[src/hdl/dcfg_consts.svh]
// Summary of operation
// - power-mode bit 5 set: power-down pin gives full power-down, clear gives standby.
// - internal power mode 00: both channels run normally.
// - mode 01: datapath clock stopped, datapath reset, outputs disabled.
// - mode 10 standby: datapath clock stopped, outputs disabled.
// - mode 11: clock stopped, datapath held in reset, outputs stay enabled.
// - enhancement bit 2 enables first-stage chopping.
// - LVDS interleaved: channel A during clock high, channel B during clock low.
// - LVDS plain: A low bits, B high bits; even bits high, odd bits low.
// - CMOS interleaved: port A gives A low, B high; port B the reverse.
// - CMOS plain: single rate, A on port A, B on port B.
// - output mode bit 4 disables ports of channels selected in channel index; LVDS port A goes off only once both are disabled.
// - output mode bit 2 inverts data of channels selected in channel index.
// - format bits 1:0: offset binary 00, twos complement 01, Gray 10.
// - sync bit 1 gates sync pulses to divider, every pulse resyncs.
// - with sync bit 2, only first pulse syncs, then sync enable clears.
// - writes act at once except override, which loads on transfer bit 0.
// - override may only downgrade; an upgrade forces chip power-down.
// - user I/O 2 bit 7 enables the output-enable pin; clear ignores it.
// - user I/O 3 bit 3 powers down the common-mode generator.
// - output driver type defaults to CMOS after power-up.
// - override resolution 010/100/110 = 14/12/10 bits; rate 011/100/101.
`ifndef DCFG_CONSTS_SVH
`define DCFG_CONSTS_SVH
`define DCFG_A_CHAN_IDX   13'h005
`define DCFG_A_PWR        13'h008
`define DCFG_A_ENH        13'h00c
`define DCFG_A_OUTM       13'h014
`define DCFG_A_SYNC       13'h03a
`define DCFG_A_XFER       13'h0ff
`define DCFG_A_OVR        13'h100
`define DCFG_A_UIO2       13'h101
`define DCFG_A_UIO3       13'h102
`define DCFG_M_CHAN_IDX   8'h03
`define DCFG_M_PWR        8'h23
`define DCFG_M_ENH        8'h04
`define DCFG_M_OUTM       8'he3
`define DCFG_M_SYNC       8'h06
`define DCFG_M_OVR        8'h7f
`define DCFG_M_UIO2       8'h81
`define DCFG_M_UIO3       8'h08
`define DCFG_R_CHAN_IDX   8'h03
`define DCFG_R_ZERO       8'h00
`define DCFG_B_PIN_FULL   5
`define DCFG_B_CHOP       2
`define DCFG_B_LVDS       7
`define DCFG_B_LVDS_RED   6
`define DCFG_B_ILV        5
`define DCFG_B_PORT_DIS   4
`define DCFG_B_INV        2
`define DCFG_B_SYNC_NEXT  2
`define DCFG_B_SYNC_EN    1
`define DCFG_B_XFER       0
`define DCFG_B_OVR_EN     6
`define DCFG_B_OEB_EN     7
`define DCFG_B_PULL_DIS   0
`define DCFG_B_CM_PD      3
`define DCFG_RES_14       3'h2
`define DCFG_RES_12       3'h4
`define DCFG_RES_10       3'h6
`define DCFG_RATE_80      3'h3
`define DCFG_RATE_105     3'h4
`define DCFG_RATE_125     3'h5
`define DCFG_RATE_DEFAULT 3'h5
`define DCFG_SPI_INSTR    5'd16
`define DCFG_SPI_LAST     5'd23
`define DCFG_SPI_END      5'd24
`define DCFG_MASK_12      14'h3ffc
`define DCFG_MASK_10      14'h3ff0
`define DCFG_MASK_14      14'h3fff
`endif

[src/hdl/dcfg_pkg.sv]
package dcfg_pkg;
    typedef struct packed {
        logic [13:0] a;
        logic [13:0] b;
    } dcfg_pair_t;
    typedef struct packed {
        logic       en;
        logic [2:0] res;
        logic [2:0] rate;
    } dcfg_ovr_t;
    typedef enum logic [1:0] {
        PS_RUN,
        PS_STBY,
        PS_DOWN,
        PS_DRST
    } dcfg_pwr_t;
endpackage

[src/hdl/dcfg_top.sv]
`include "dcfg_consts.svh"
`timescale 1ns/1ps
`default_nettype none
module dcfg_top
    import dcfg_pkg::*;
(
    input  wire logic        clk_sys_i,
    input  wire logic        sys_rst_i,
    input  wire logic        ce_i,
    input  wire logic        spi_csb_n_i,
    input  wire logic        spi_sclk_i,
    input  wire logic        spi_sdio_i,
    output var  logic        spi_sdio_o,
    output var  logic        spi_sdio_oe_n_o,
    input  wire logic        power_down_pin_i,
    input  wire logic        output_enable_pin_n_i,
    input  wire logic        sync_i,
    input  wire logic [13:0] adc_a_i,
    input  wire logic [13:0] adc_b_i,
    output var  logic [13:0] port_a_o,
    output var  logic [13:0] port_b_o,
    output var  logic        data_clock_out_o,
    output var  logic        port_a_en_o,
    output var  logic        port_b_en_o,
    output var  logic        lvds_en_o,
    output var  logic        lvds_reduced_o,
    output var  logic        chop_en_o,
    output var  logic        common_mode_voltage_pd_o,
    output var  logic        sdio_pull_dis_o,
    output var  logic        divider_resync_o,
    output var  logic        full_power_down_o,
    output var  logic        standby_o,
    output var  logic [6:0]  ovr_active_o
);
    logic [7:0]  chan_idx;
    logic [7:0]  pwr_mode;
    logic [7:0]  enh;
    logic [7:0]  out_mode;
    logic [1:0]  port_dis;
    logic [1:0]  port_inv;
    logic [7:0]  sync_ctl;
    logic [7:0]  ovr_stage;
    logic [7:0]  uio2;
    logic [7:0]  uio3;
    dcfg_ovr_t   ovr_act;
    dcfg_pwr_t   pwr_state;
    dcfg_pwr_t   next_pwr_state;
    dcfg_pair_t  cap;
    logic        phase;
    logic        sclk_q;
    logic [4:0]  bit_cnt;
    logic [15:0] instr;
    logic [6:0]  wshift;

    function automatic logic [13:0] fmt(input logic [13:0] s, input logic [1:0] f);
        case (f)
            2'h1:    fmt = {~s[13], s[12:0]};
            2'h2:    fmt = s ^ {1'b0, s[13:1]};
            default: fmt = s;
        endcase
    endfunction

    function automatic logic [13:0] res_mask(input dcfg_ovr_t o);
        if (!o.en) begin
            res_mask = `DCFG_MASK_14;
        end else if (o.res == `DCFG_RES_12) begin
            res_mask = `DCFG_MASK_12;
        end else if (o.res == `DCFG_RES_10) begin
            res_mask = `DCFG_MASK_10;
        end else begin
            res_mask = `DCFG_MASK_14;
        end
    endfunction

    function automatic logic [13:0] pick(input logic [27:0] w, input logic odd);
        logic [13:0] r;
        r = 14'h0;
        for (int i = 0; i < 14; i++) begin
            r[i] = odd ? w[2*i+1] : w[2*i];
        end
        pick = r;
    endfunction

    // serial port, sampled on the system clock
    wire        sclk_rise = spi_sclk_i & ~sclk_q & ~spi_csb_n_i;
    wire        sclk_fall = ~spi_sclk_i & sclk_q & ~spi_csb_n_i;
    wire        is_read   = instr[15];
    wire [12:0] addr      = instr[12:0];
    wire        in_data   = (bit_cnt >= `DCFG_SPI_INSTR) && (bit_cnt <= `DCFG_SPI_LAST);
    wire        wr_fire   = sclk_rise && (bit_cnt == `DCFG_SPI_LAST) && !is_read;
    wire [7:0]  wr_data   = {wshift, spi_sdio_i};
    wire        wr_pwr    = wr_fire && (addr == `DCFG_A_PWR);
    wire        wr_enh    = wr_fire && (addr == `DCFG_A_ENH);
    wire        wr_outm   = wr_fire && (addr == `DCFG_A_OUTM);
    wire        wr_chan   = wr_fire && (addr == `DCFG_A_CHAN_IDX);
    wire        wr_sync   = wr_fire && (addr == `DCFG_A_SYNC);
    wire        wr_xfer   = wr_fire && (addr == `DCFG_A_XFER);
    wire        wr_ovr    = wr_fire && (addr == `DCFG_A_OVR);
    wire        wr_uio2   = wr_fire && (addr == `DCFG_A_UIO2);
    wire        wr_uio3   = wr_fire && (addr == `DCFG_A_UIO3);
    // per-channel fields read back for channel a when it is selected
    wire        rd_sel_b  = !chan_idx[0] && chan_idx[1];
    wire [7:0]  outm_rd   = out_mode
                          | {3'h0, port_dis[rd_sel_b], 1'b0, port_inv[rd_sel_b], 2'h0};
    wire [7:0]  rd_val    = (addr == `DCFG_A_CHAN_IDX) ? chan_idx :
                            (addr == `DCFG_A_PWR)      ? pwr_mode :
                            (addr == `DCFG_A_ENH)      ? enh :
                            (addr == `DCFG_A_OUTM)     ? outm_rd :
                            (addr == `DCFG_A_SYNC)     ? sync_ctl :
                            (addr == `DCFG_A_OVR)      ? ovr_stage :
                            (addr == `DCFG_A_UIO2)     ? uio2 :
                            (addr == `DCFG_A_UIO3)     ? uio3 : `DCFG_R_ZERO;

    // edge detect wants the serial clock held at least one system clock per half
    always_ff @(posedge clk_sys_i or posedge sys_rst_i) begin
        if (sys_rst_i) begin
            sclk_q <= 1'b0;
        end else if (ce_i) begin
            sclk_q <= spi_sclk_i;
        end
    end

    always_ff @(posedge clk_sys_i or posedge sys_rst_i) begin
        if (sys_rst_i) begin
            bit_cnt <= 5'd0;
            instr   <= 16'h0;
            wshift  <= 7'h0;
        end else if (ce_i) begin
            if (spi_csb_n_i) begin
                bit_cnt <= 5'd0;
            end else if (sclk_rise && bit_cnt != `DCFG_SPI_END) begin
                bit_cnt <= bit_cnt + 5'd1;
                if (bit_cnt < `DCFG_SPI_INSTR) begin
                    instr <= {instr[14:0], spi_sdio_i};
                end else begin
                    wshift <= {wshift[5:0], spi_sdio_i};
                end
            end
        end
    end

    // read data changes on the falling edge so the host samples it on the rising one
    always_ff @(posedge clk_sys_i or posedge sys_rst_i) begin
        if (sys_rst_i) begin
            spi_sdio_o      <= 1'b0;
            spi_sdio_oe_n_o <= 1'b1;
        end else if (ce_i) begin
            if (spi_csb_n_i || bit_cnt == `DCFG_SPI_END) begin
                spi_sdio_oe_n_o <= 1'b1;
            end else if (sclk_fall && in_data && is_read) begin
                spi_sdio_oe_n_o <= 1'b0;
                spi_sdio_o      <= rd_val[~bit_cnt[2:0]];
            end
        end
    end

    // configuration registers, masked so open bits never store
    wire       ovr_upgrade = ovr_act.en && ((ovr_act.rate > `DCFG_RATE_DEFAULT)
                           || (ovr_act.res < `DCFG_RES_14));
    wire       sync_hit    = sync_i && sync_ctl[`DCFG_B_SYNC_EN];
    wire [1:0] sel         = chan_idx[1:0];

    always_ff @(posedge clk_sys_i or posedge sys_rst_i) begin
        if (sys_rst_i) begin
            chan_idx  <= `DCFG_R_CHAN_IDX;
            pwr_mode  <= `DCFG_R_ZERO;
            enh       <= `DCFG_R_ZERO;
            ovr_stage <= `DCFG_R_ZERO;
            uio2      <= `DCFG_R_ZERO;
            uio3      <= `DCFG_R_ZERO;
        end else if (ce_i) begin
            if (wr_chan) begin
                chan_idx <= wr_data & `DCFG_M_CHAN_IDX;
            end
            if (wr_pwr) begin
                pwr_mode <= wr_data & `DCFG_M_PWR;
            end
            if (wr_enh) begin
                enh <= wr_data & `DCFG_M_ENH;
            end
            if (wr_ovr) begin
                ovr_stage <= wr_data & `DCFG_M_OVR;
            end
            if (wr_uio2) begin
                uio2 <= wr_data & `DCFG_M_UIO2;
            end
            if (wr_uio3) begin
                uio3 <= wr_data & `DCFG_M_UIO3;
            end
        end
    end

    // per-channel bits only touch the channels selected at the time of the write
    always_ff @(posedge clk_sys_i or posedge sys_rst_i) begin
        if (sys_rst_i) begin
            out_mode <= `DCFG_R_ZERO;
            port_dis <= 2'h0;
            port_inv <= 2'h0;
        end else if (ce_i && wr_outm) begin
            out_mode <= wr_data & `DCFG_M_OUTM;
            for (int c = 0; c < 2; c++) begin
                if (sel[c]) begin
                    port_dis[c] <= wr_data[`DCFG_B_PORT_DIS];
                    port_inv[c] <= wr_data[`DCFG_B_INV];
                end
            end
        end
    end

    always_ff @(posedge clk_sys_i or posedge sys_rst_i) begin
        if (sys_rst_i) begin
            sync_ctl <= `DCFG_R_ZERO;
        end else if (ce_i) begin
            // a host write in the same cycle overrides the one-shot clear
            if (wr_sync) begin
                sync_ctl <= wr_data & `DCFG_M_SYNC;
            end else if (sync_hit && sync_ctl[`DCFG_B_SYNC_NEXT]) begin
                sync_ctl[`DCFG_B_SYNC_EN] <= 1'b0;
            end
        end
    end

    always_ff @(posedge clk_sys_i or posedge sys_rst_i) begin
        if (sys_rst_i) begin
            ovr_act <= '0;
        end else if (ce_i) begin
            // only the transfer strobe moves the staged copy into service
            if (wr_xfer && wr_data[`DCFG_B_XFER]) begin
                ovr_act <= ovr_stage[6:0];
            end
        end
    end

    // power state
    wire [1:0] imode  = pwr_mode[1:0];
    wire       pin_pd = power_down_pin_i && pwr_mode[`DCFG_B_PIN_FULL];
    wire       pin_sb = power_down_pin_i && !pwr_mode[`DCFG_B_PIN_FULL];

    always_comb begin
        if (pin_pd || ovr_upgrade || imode == 2'h1) begin
            next_pwr_state = PS_DOWN;
        end else if (pin_sb || imode == 2'h2) begin
            next_pwr_state = PS_STBY;
        end else if (imode == 2'h3) begin
            next_pwr_state = PS_DRST;
        end else begin
            next_pwr_state = PS_RUN;
        end
    end

    always_ff @(posedge clk_sys_i or posedge sys_rst_i) begin
        if (sys_rst_i) begin
            pwr_state <= PS_RUN;
        end else if (ce_i) begin
            pwr_state <= next_pwr_state;
        end
    end

    logic dp_run;
    logic dp_rst;
    logic outs_on;
    always_comb begin
        case (pwr_state)
            PS_RUN: begin
                dp_run  = 1'b1;
                dp_rst  = 1'b0;
                outs_on = 1'b1;
            end
            PS_STBY: begin
                dp_run  = 1'b0;
                dp_rst  = 1'b0;
                outs_on = 1'b0;
            end
            PS_DOWN: begin
                dp_run  = 1'b0;
                dp_rst  = 1'b1;
                outs_on = 1'b0;
            end
            PS_DRST: begin
                dp_run  = 1'b0;
                dp_rst  = 1'b1;
                outs_on = 1'b1;
            end
            default: begin
                dp_run  = 1'b0;
                dp_rst  = 1'b1;
                outs_on = 1'b0;
            end
        endcase
    end

    // output path: one sample pair per two system clocks, data clock at half rate
    wire        lvds    = out_mode[`DCFG_B_LVDS];
    wire        ilv     = out_mode[`DCFG_B_ILV];
    wire        hi      = ~phase;
    wire [13:0] mask    = res_mask(ovr_act);
    wire [13:0] pa_fmt  = fmt(cap.a, out_mode[1:0]) & mask;
    wire [13:0] pb_fmt  = fmt(cap.b, out_mode[1:0]) & mask;
    wire [13:0] pa      = port_inv[0] ? ~pa_fmt : pa_fmt;
    wire [13:0] pb      = port_inv[1] ? ~pb_fmt : pb_fmt;
    wire [13:0] lv_word = ilv ? (hi ? pa : pb) : pick({pb, pa}, ~hi);
    wire [13:0] cm_a    = (ilv && hi) ? pb : pa;
    wire [13:0] cm_b    = (ilv && hi) ? pa : pb;
    wire [13:0] next_a  = lvds ? lv_word : cm_a;
    wire [13:0] next_b  = lvds ? 14'h0 : cm_b;
    // the pin only counts once software has armed it
    wire        oeb_off = uio2[`DCFG_B_OEB_EN] && output_enable_pin_n_i;
    wire        on_all  = outs_on && !oeb_off;
    wire        next_en_a = on_all && (lvds ? !(&port_dis) : !port_dis[0]);
    wire        next_en_b = on_all && !lvds && !port_dis[1];

    always_ff @(posedge clk_sys_i or posedge sys_rst_i) begin
        if (sys_rst_i) begin
            cap              <= '0;
            phase            <= 1'b0;
            port_a_o         <= 14'h0;
            port_b_o         <= 14'h0;
            data_clock_out_o <= 1'b0;
        end else if (ce_i) begin
            if (dp_rst) begin
                cap      <= '0;
                phase    <= 1'b0;
                port_a_o <= 14'h0;
                port_b_o <= 14'h0;
                data_clock_out_o <= 1'b0;
            end else if (dp_run) begin
                // a stopped clock without datapath reset (standby) freezes the last word on the port
                phase <= hi;
                data_clock_out_o <= hi;
                if (!phase) begin
                    cap <= '{a: adc_a_i, b: adc_b_i};
                end
                port_a_o <= next_a;
                port_b_o <= next_b;
            end
        end
    end

    always_ff @(posedge clk_sys_i or posedge sys_rst_i) begin
        if (sys_rst_i) begin
            port_a_en_o              <= 1'b0;
            port_b_en_o              <= 1'b0;
            lvds_en_o                <= 1'b0;
            lvds_reduced_o           <= 1'b0;
        end else if (ce_i) begin
            port_a_en_o              <= next_en_a;
            port_b_en_o              <= next_en_b;
            lvds_en_o                <= lvds;
            lvds_reduced_o           <= lvds && out_mode[`DCFG_B_LVDS_RED];
        end
    end

    always_ff @(posedge clk_sys_i or posedge sys_rst_i) begin
        if (sys_rst_i) begin
            chop_en_o                <= 1'b0;
            common_mode_voltage_pd_o <= 1'b0;
            sdio_pull_dis_o          <= 1'b0;
        end else if (ce_i) begin
            chop_en_o                <= enh[`DCFG_B_CHOP];
            common_mode_voltage_pd_o <= uio3[`DCFG_B_CM_PD];
            sdio_pull_dis_o          <= uio2[`DCFG_B_PULL_DIS];
        end
    end

    // status flags trail their sources by one clock: power state, sync gate and override
    always_ff @(posedge clk_sys_i or posedge sys_rst_i) begin
        if (sys_rst_i) begin
            divider_resync_o         <= 1'b0;
            full_power_down_o        <= 1'b0;
            standby_o                <= 1'b0;
            ovr_active_o             <= 7'h0;
        end else if (ce_i) begin
            divider_resync_o         <= sync_hit;
            full_power_down_o        <= pwr_state == PS_DOWN;
            standby_o                <= pwr_state == PS_STBY;
            ovr_active_o             <= ovr_act;
        end
    end
endmodule
`default_nettype wire

[config.mk]
export PLATFORM = sky130hd
export DESIGN_NAME = dcfg_top
export DESIGN_NICKNAME = d
export VERILOG_FILES = /design/src/hdl/dcfg_pkg.sv /design/src/hdl/dcfg_top.sv
export VERILOG_INCLUDE_DIRS = /design/src /design/src/hdl
export SDC_FILE = /design/constraint.sdc
export NUM_CORES = 1
export LEC_CHECK = 0
export BUFFER_PORTS_ARGS = -buffer_cell sky130_fd_sc_hd__buf_4
export CORE_MARGIN = 10
export CORE_UTILIZATION = 60
export DETAILED_ROUTE_END_ITERATION = 8
export PLACE_DENSITY = 0.82
export RECOVER_POWER = 25
export SLEW_MARGIN = 20
export SYNTH_ARGS = -nofsm -noshare
export SYNTH_HDL_FRONTEND = slang
export SYNTH_SLANG_ARGS = --single-unit
[constraint.sdc]
create_clock -name clk_sys_i -period 5.9 [get_ports clk_sys_i]
set_input_delay 1.18 -clock clk_sys_i [delete_from_list [all_inputs] [get_ports clk_sys_i]]
set_output_delay 1.18 -clock clk_sys_i [all_outputs]
set_load 0.02 [all_outputs]
---- Word-level counts from Yosys, hierarchy flattened ----
Index checks and enable logic that the tools add are counted.
word-level totals
  input port bits ......................... 37
  word-level logic and storage cells ...... 225
  flip-flop bits (word level) ............. 141
cells by class
  reductions and logical operators ........ 72
  add/sub/neg operators ................... 1
  order comparisons ....................... 7
  muxes and demuxes ....................... 63
  equal/unequal tests ..................... 23
  bitwise operators ....................... 20
operator list
  kind                                                                    number
  14-bit 2-to-1 mux                                                       12
  28-bit 2-to-1 mux                                                       3
  8-bit 2-to-1 mux                                                        7
  14-bit one-hot mux with 2 select lines                                  2
  13-bit by 9-bit equality test with 1-bit output, second input constant  3
  1-bit logical AND                                                       30
  2-bit AND reduction                                                     15
  14-bit bitwise AND                                                      2
  14-bit inverter                                                         2
  14-bit by 13-bit bitwise XOR with 14-bit output                         2
  13-bit by 4-bit equality test with 1-bit output, second input constant  2
  1-bit 2-to-1 mux                                                        26
  4-bit 2-to-1 mux                                                        4
  13-bit by 3-bit equality test with 1-bit output, second input constant  1
  13-bit by 5-bit equality test with 1-bit output, second input constant  1
  13-bit by 6-bit equality test with 1-bit output, second input constant  1
  13-bit by 8-bit equality test with 1-bit output, second input constant  1
  2-bit equality test, second input constant                              5
  5-bit equality test, second input constant                              2
  5-bit 2-to-1 mux                                                        2
  1-bit zero test                                                         8
  1-bit inverter                                                          8
  8-bit by 5-bit bitwise OR with 8-bit output                             1
  4-bit AND reduction                                                     2
  other kinds (23)                                                        44

---- Longest topological paths before layout ----
  word-level depth ........................ 12
  depth in mapped cells ................... 11

---- Worst setup path after synthesis ----
No wires, ideal clock.
  path kind ............................... input to register
  start point ............................. input spi_csb_n_i
  end point ............................... register chan_idx[0]
  stages .................................. 6
  data required time ...................... 5,818 ps
  arrival time ............................ 2,954 ps
  setup time .............................. 82 ps
  path buffers ............................ 1
  path slack .............................. 2,863 ps
  path through ............................ buf_2 > and4bb_1 > nand3_1 > or3_4 > or4_4 > mux2_4
between the ends
  word-level cells in the longest chain between the ends .. 6
ends and longest elaborated chain
  what                            RTL line         source
  start: declaration              dcfg_top.sv:10   input wire logic spi_csb_n_i,
  1-bit inverter (no line)        n/a
  1-bit bitwise AND               dcfg_top.sv:85   wire sclk_rise = spi_sclk_i & ~sclk_q & ~spi_csb_n_i;
  1-bit logical AND (2 in a row)  dcfg_top.sv:90   wire wr_fire = sclk_rise && (bit_cnt == `DCFG_SPI_LAST) && !is_read;
  1-bit logical AND               dcfg_top.sv:95   wire wr_chan = wr_fire && (addr == `DCFG_A_CHAN_IDX);
  2-bit AND reduction (no line)   n/a
  end signal: assignment          dcfg_top.sv:165  chan_idx <= `DCFG_R_CHAN_IDX;
  end signal: assignment          dcfg_top.sv:173  chan_idx <= wr_data & `DCFG_M_CHAN_IDX;
  end: declaration                dcfg_top.sv:35   logic [7:0] chan_idx;
Every way passes these cells.
A chain may end at the register's enable or synchronous reset.

---- Worst setup path in the final report ----
  start point ............................. input ce_i
  end point ............................... register port_a_o[1]
between the ends
  word-level cells in the longest chain between the ends .. 1
ends and longest elaborated chain
  what                           RTL line         source
  start: declaration             dcfg_top.sv:9    input wire logic ce_i,
  2-bit AND reduction (no line)  n/a
  end signal: assignment         dcfg_top.sv:333  port_a_o <= next_a;
  end: declaration               dcfg_top.sv:20   output var logic [13:0] port_a_o,
Every way passes these cells.

==> results.md <==
- The final-report hold violation count was 0.
- The initial utilization of the core area, before any placement, comes to 0.6075.
- The total cell area at the placement stage is 8981 um2.
- Across the VDD grid, the largest voltage drop is roughly 0.00021 V.
- Dividing the detail-routed via count by the number of cells gives 6.570.
- Ranked by instance count, the synthesized netlist is headed by 138 x dfrtp_1, 76 x nand2_1, 59 x mux2_2.
- The launch instance of the worst register-to-register path is out_mode[0].
- The post-layout minimum cycle time is ~4.3 ns.
- The nature of the critical path startpoint is a primary input.
- The number of antenna violations at the first check in global routing was 0.
- The share of async-settable or async-resettable flops after synthesis is 1.000.
- The critical path capture point type is a flop.
- The signal on the critical path passes through clkbuf_1 -> nand2b_2 -> nor4_2 -> nand2_1 -> o221ai_1 -> a31o_1.
- In the final routing, the length of wire on met1 measures between 9000 and 10000 um.
- The sequential standard cell area is around 3500 um2.
- The synthesized netlist cell count is 831.
- The number of global-route vias before repair came to about 6.8k.
- For the worst-skew pair, the clock arrives at the later sink with an insertion delay of about 0.42 ns.
- The worst hold path begins at port_b_o[12].
- The maximum count of clock buffers along a single path is 2.
- The flow ran to the end, but the final reports show violations.
- At the worst endpoint, the arrival time is 4.65 ns.
- The routed length on met2 is 10020 um.
- Yosys mapped a number of flops with a built-in enable equal to 0.
- The max-capacitance violation count is 2.
- Counting every sink on the clock net gives between 100 and 150.
- Headroom to the max-slew limit came out at -1.319.
- The count of final setup violators is 0.
- The count of pins on the block boundary is 85.
- Setup repair after global routing left no endpoint under its margin.
- The horizontal extent of the die is ~140 um.
- The most common cell in the netlist is dfrtp_1.
- The final weighted congestion in routability-driven placement is 0.9352.
- The tightest min-delay check is of the flop to flop type.
- The area of the core is between 10000 and 15000 um2.
- The final instance area is ~9500 um2.
- The tightest hold path in the finished design has a slack of about 0.49 ns.
- In this run the post-CTS setup repair buffer count came out at 0.
- The cell count of the worst reg-to-reg path is 8.
- The ratio of cells with drive above 1 in the final layout is 0.2460.
- The required time of the critical path is around 6.3 ns.
- The number of routed nets with antenna violations is 0.
- The routed design uses about 1800 um of met3 wire.
- The level count of the clock H-tree is 4.
- The die is ~140 um tall.
- The routed wire length is between 20000 and 25000 um.
- The post-route fraction of the period consumed by the critical path is 0.7277.
- Entering global routing, the biggest net connects 97 pins.
- The mean instance size in the synthesized netlist is 10.07 um2.
- The synthesized netlist occupies a cell area of 8367 um2.
- The cell chosen for the clock root is clkbuf_16.
- For the pin with the worst max-slew slack, the measured transition is roughly 3.5 ns.
- The highest net fanout along the worst path is 35.
- The net count of the finished layout is between 900 and 1k.
- The average routed wire per standard cell is approximately 21 um.
- The highest metal layer with signal wires is met4.
- Input and output buffers added on the ports amount to 84.
- The number of nets handed over by synthesis was roughly 900.
- For this block, the initial DRC count from the detailed router was approximately 860.
- Global routing finished with a remaining overflow of 0.
- Yosys attributes the largest share of cell area to dfrtp_1 41%, mux2_2 7.9%, nand2_1 3.4%.
- The synthesized design contains between 100 and 150 register bits.
- Of the post-synthesis cell area, the dominant cell type holds 0.4127.
- The number of search-and-repair iterations in the first detailed-routing pass is 5.
- The number of remaining DRC errors is 0.
- The total power divided by cell area is about 310 nW/um2.
- In this run, post-CTS repair resized a total of 0 instances.
- Of all cell types, the one taking the most synthesized area is dfrtp_1.
- In the final timing run, aggregate negative setup slack is 0 ns.
- The delay contributed by the slowest stage of the critical path is 1.14 ns.
- The share of the Yosys chip area taken by registers is 0.4222.
- The worst register-to-register path ends at port_a_o[6].
- The number of distinct library cells after synthesis is 71.
- 0 antenna diodes ended up in the layout.
- The final reports fail on max-capacitance violations, max-slew violations.
- After clock tree synthesis, the flow added hold-fix buffers numbering 0.
- The final max-slew violation count is 133.
- The first global-routing pass estimated 36020 um of wire.
- The combined area of the multi-input logic cells is between 4000 and 5000 um2.
- The static leakage is ~4.2 nW.
- The overall fraction of global-route tracks in use is 0.2255.
- The CTS tree is done.
- The detailed placer's ending HPWL is between 15000 and 20000 um.
- The category of the critical setup timing path is primary input to flop.
- The TritonCTS buffer count is 17.
- The fmax is roughly 230 MHz.
- Measured on the finished design, the core utilization comes to 0.6924.
- The signed area change from the synthesized netlist to the final layout is 13.98%.
- The most used flip-flop cell after synthesis is dfrtp_1.
- The via count of the routed design is 6951.
- The setup check on the worst reg-to-reg path leaves a slack of between 2 and 2.5 ns.
- For this design, the slowest cell found on the critical path is clkbuf_1.
- The floorplan has 43 rows.
- Clock-pin slew was measured on the worst setup and hold paths at ~0.06 ns.
- During synthesis, Yosys emitted a total of 0 warnings.
- The final setup skew is 0.006579 ns.
- Power comes to 0.002994 W.
- The destination of the worst hold path is port_b_o[12].
- The worst hold path passes through 2 cells.
- The full die area is 19070 um2.
- The layout has between 1k and 1.5k filler cells.
critical path, delay by kind of cell:
kind | cells | cell delay (ns)
AND/OR/NAND/NOR | 3 | 1.91
buffers and inverters | 1 | 1.14
AO/OA/AOI/OAI | 2 | 0.41
sequential cells by signal, indices dropped and copies added, names as in the netlist, 2 cells and up:
name / count
bit_cnt: 5
cap: 28
chan_idx: 2
instr: 16
out_mode: 5
ovr_act: 7
ovr_active_o: 7
ovr_stage: 7
port_a_o: 14
port_b_o: 14
port_dis: 2
port_inv: 2
pwr_mode: 3
pwr_state: 2
sync_ctl: 2
uio2: 2
wshift: 7
cells in the final DEF (no fill, tap or decap), drive strengths merged, types with 4 or more instances in the layout:
master | synthesis | final
dfrtp | 138 | 138
buf | 24 | 89
nand2 | 76 | 76
mux2 | 73 | 73
o21ai | 49 | 49
a21oi | 34 | 34
nor2 | 32 | 32
a22o | 28 | 28
nand4b | 27 | 27
inv | 19 | 25
clkbuf | 52 | 21
nor3 | 19 | 19
nor4 | 18 | 18
nand3 | 14 | 14
mux2i | 14 | 14
nor2b | 14 | 14
xnor2 | 13 | 13
nand2b | 13 | 13
o211ai | 11 | 11
nor4bb | 11 | 11
and3b | 11 | 11
o221ai | 11 | 11
o21a | 9 | 9
a221o | 9 | 9
nor3b | 9 | 9
mux4 | 8 | 8
nand4 | 7 | 7
and2 | 7 | 7
ha | 7 | 7
or4 | 7 | 7
xor2 | 6 | 6
a221oi | 6 | 6
clkinv | 0 | 6
a31oi | 5 | 5
a22oi | 5 | 5
a32o | 4 | 4
a31o | 4 | 4
logic make-up after synthesis:
group	synth area share
AND/OR/NAND/NOR	0.2026
multiplexers	0.1374
AO/OA/AOI/OAI	0.1617
buffers and inverters	0.04576
XOR/XNOR	0.01989
flip-flops	0.4222
adder cells (fa/ha/maj)	0.01047
how the worst max path moves through the flow:
| stage | start | endpoint | slack (ns) | depth (start not counted) |
|---|---|---|---|---|
| 2_1_floorplan | sys_rst_i | bit_cnt[0] | 0.94 | 1 |
| 5_1_grt | sys_rst_i | port_b_o[1] | 1.11 | 3 |
| 3_3_place_gp | ce_i | port_a_o[0] | 2.14 | 6 |
| 3_5_place_dp | ce_i | port_a_o[1] | 2.01 | 6 |
| 4_1_cts | ce_i | port_a_o[1] | 2.45 | 6 |
| 6_report | ce_i | port_a_o[1] | 1.61 | 6 |
power breakdown:
part	switching, W	internal [W]	total [W]
sequential	0.000203	0.00107	0.00127
combinational	0.000380	0.000347	0.000727
clock	0.000440	0.000558	0.000999
metal layers:
layer,vias to the layer above,global-route usage
li1,3182,-
met1,3440,0.3128
met2,299,0.3386
met3,30,0.06027
met4,0,0.06382
met5,-,0
cell type report:
class / count / share of cell area
clock buffers: 19 / 0.04644
clock inverters: 13 / 0.01128
inverters: 19 / 0.007478
multi-input cells: 595 / 0.4696
flip-flops and latches: 141 / 0.3704
well taps: 180 / 0.02362
repair buffers: 91 / 0.07124
per-stage QoR:
step	cells	setup WS, ns
after global placement	1026	2.139
final	1058	1.607
after detailed placement	1026	2.008
after global routing	1058	1.107
after floorplan	831	0.9437
after CTS	1058	2.449
No activity file was read; power rests on OpenSTA's default activity.
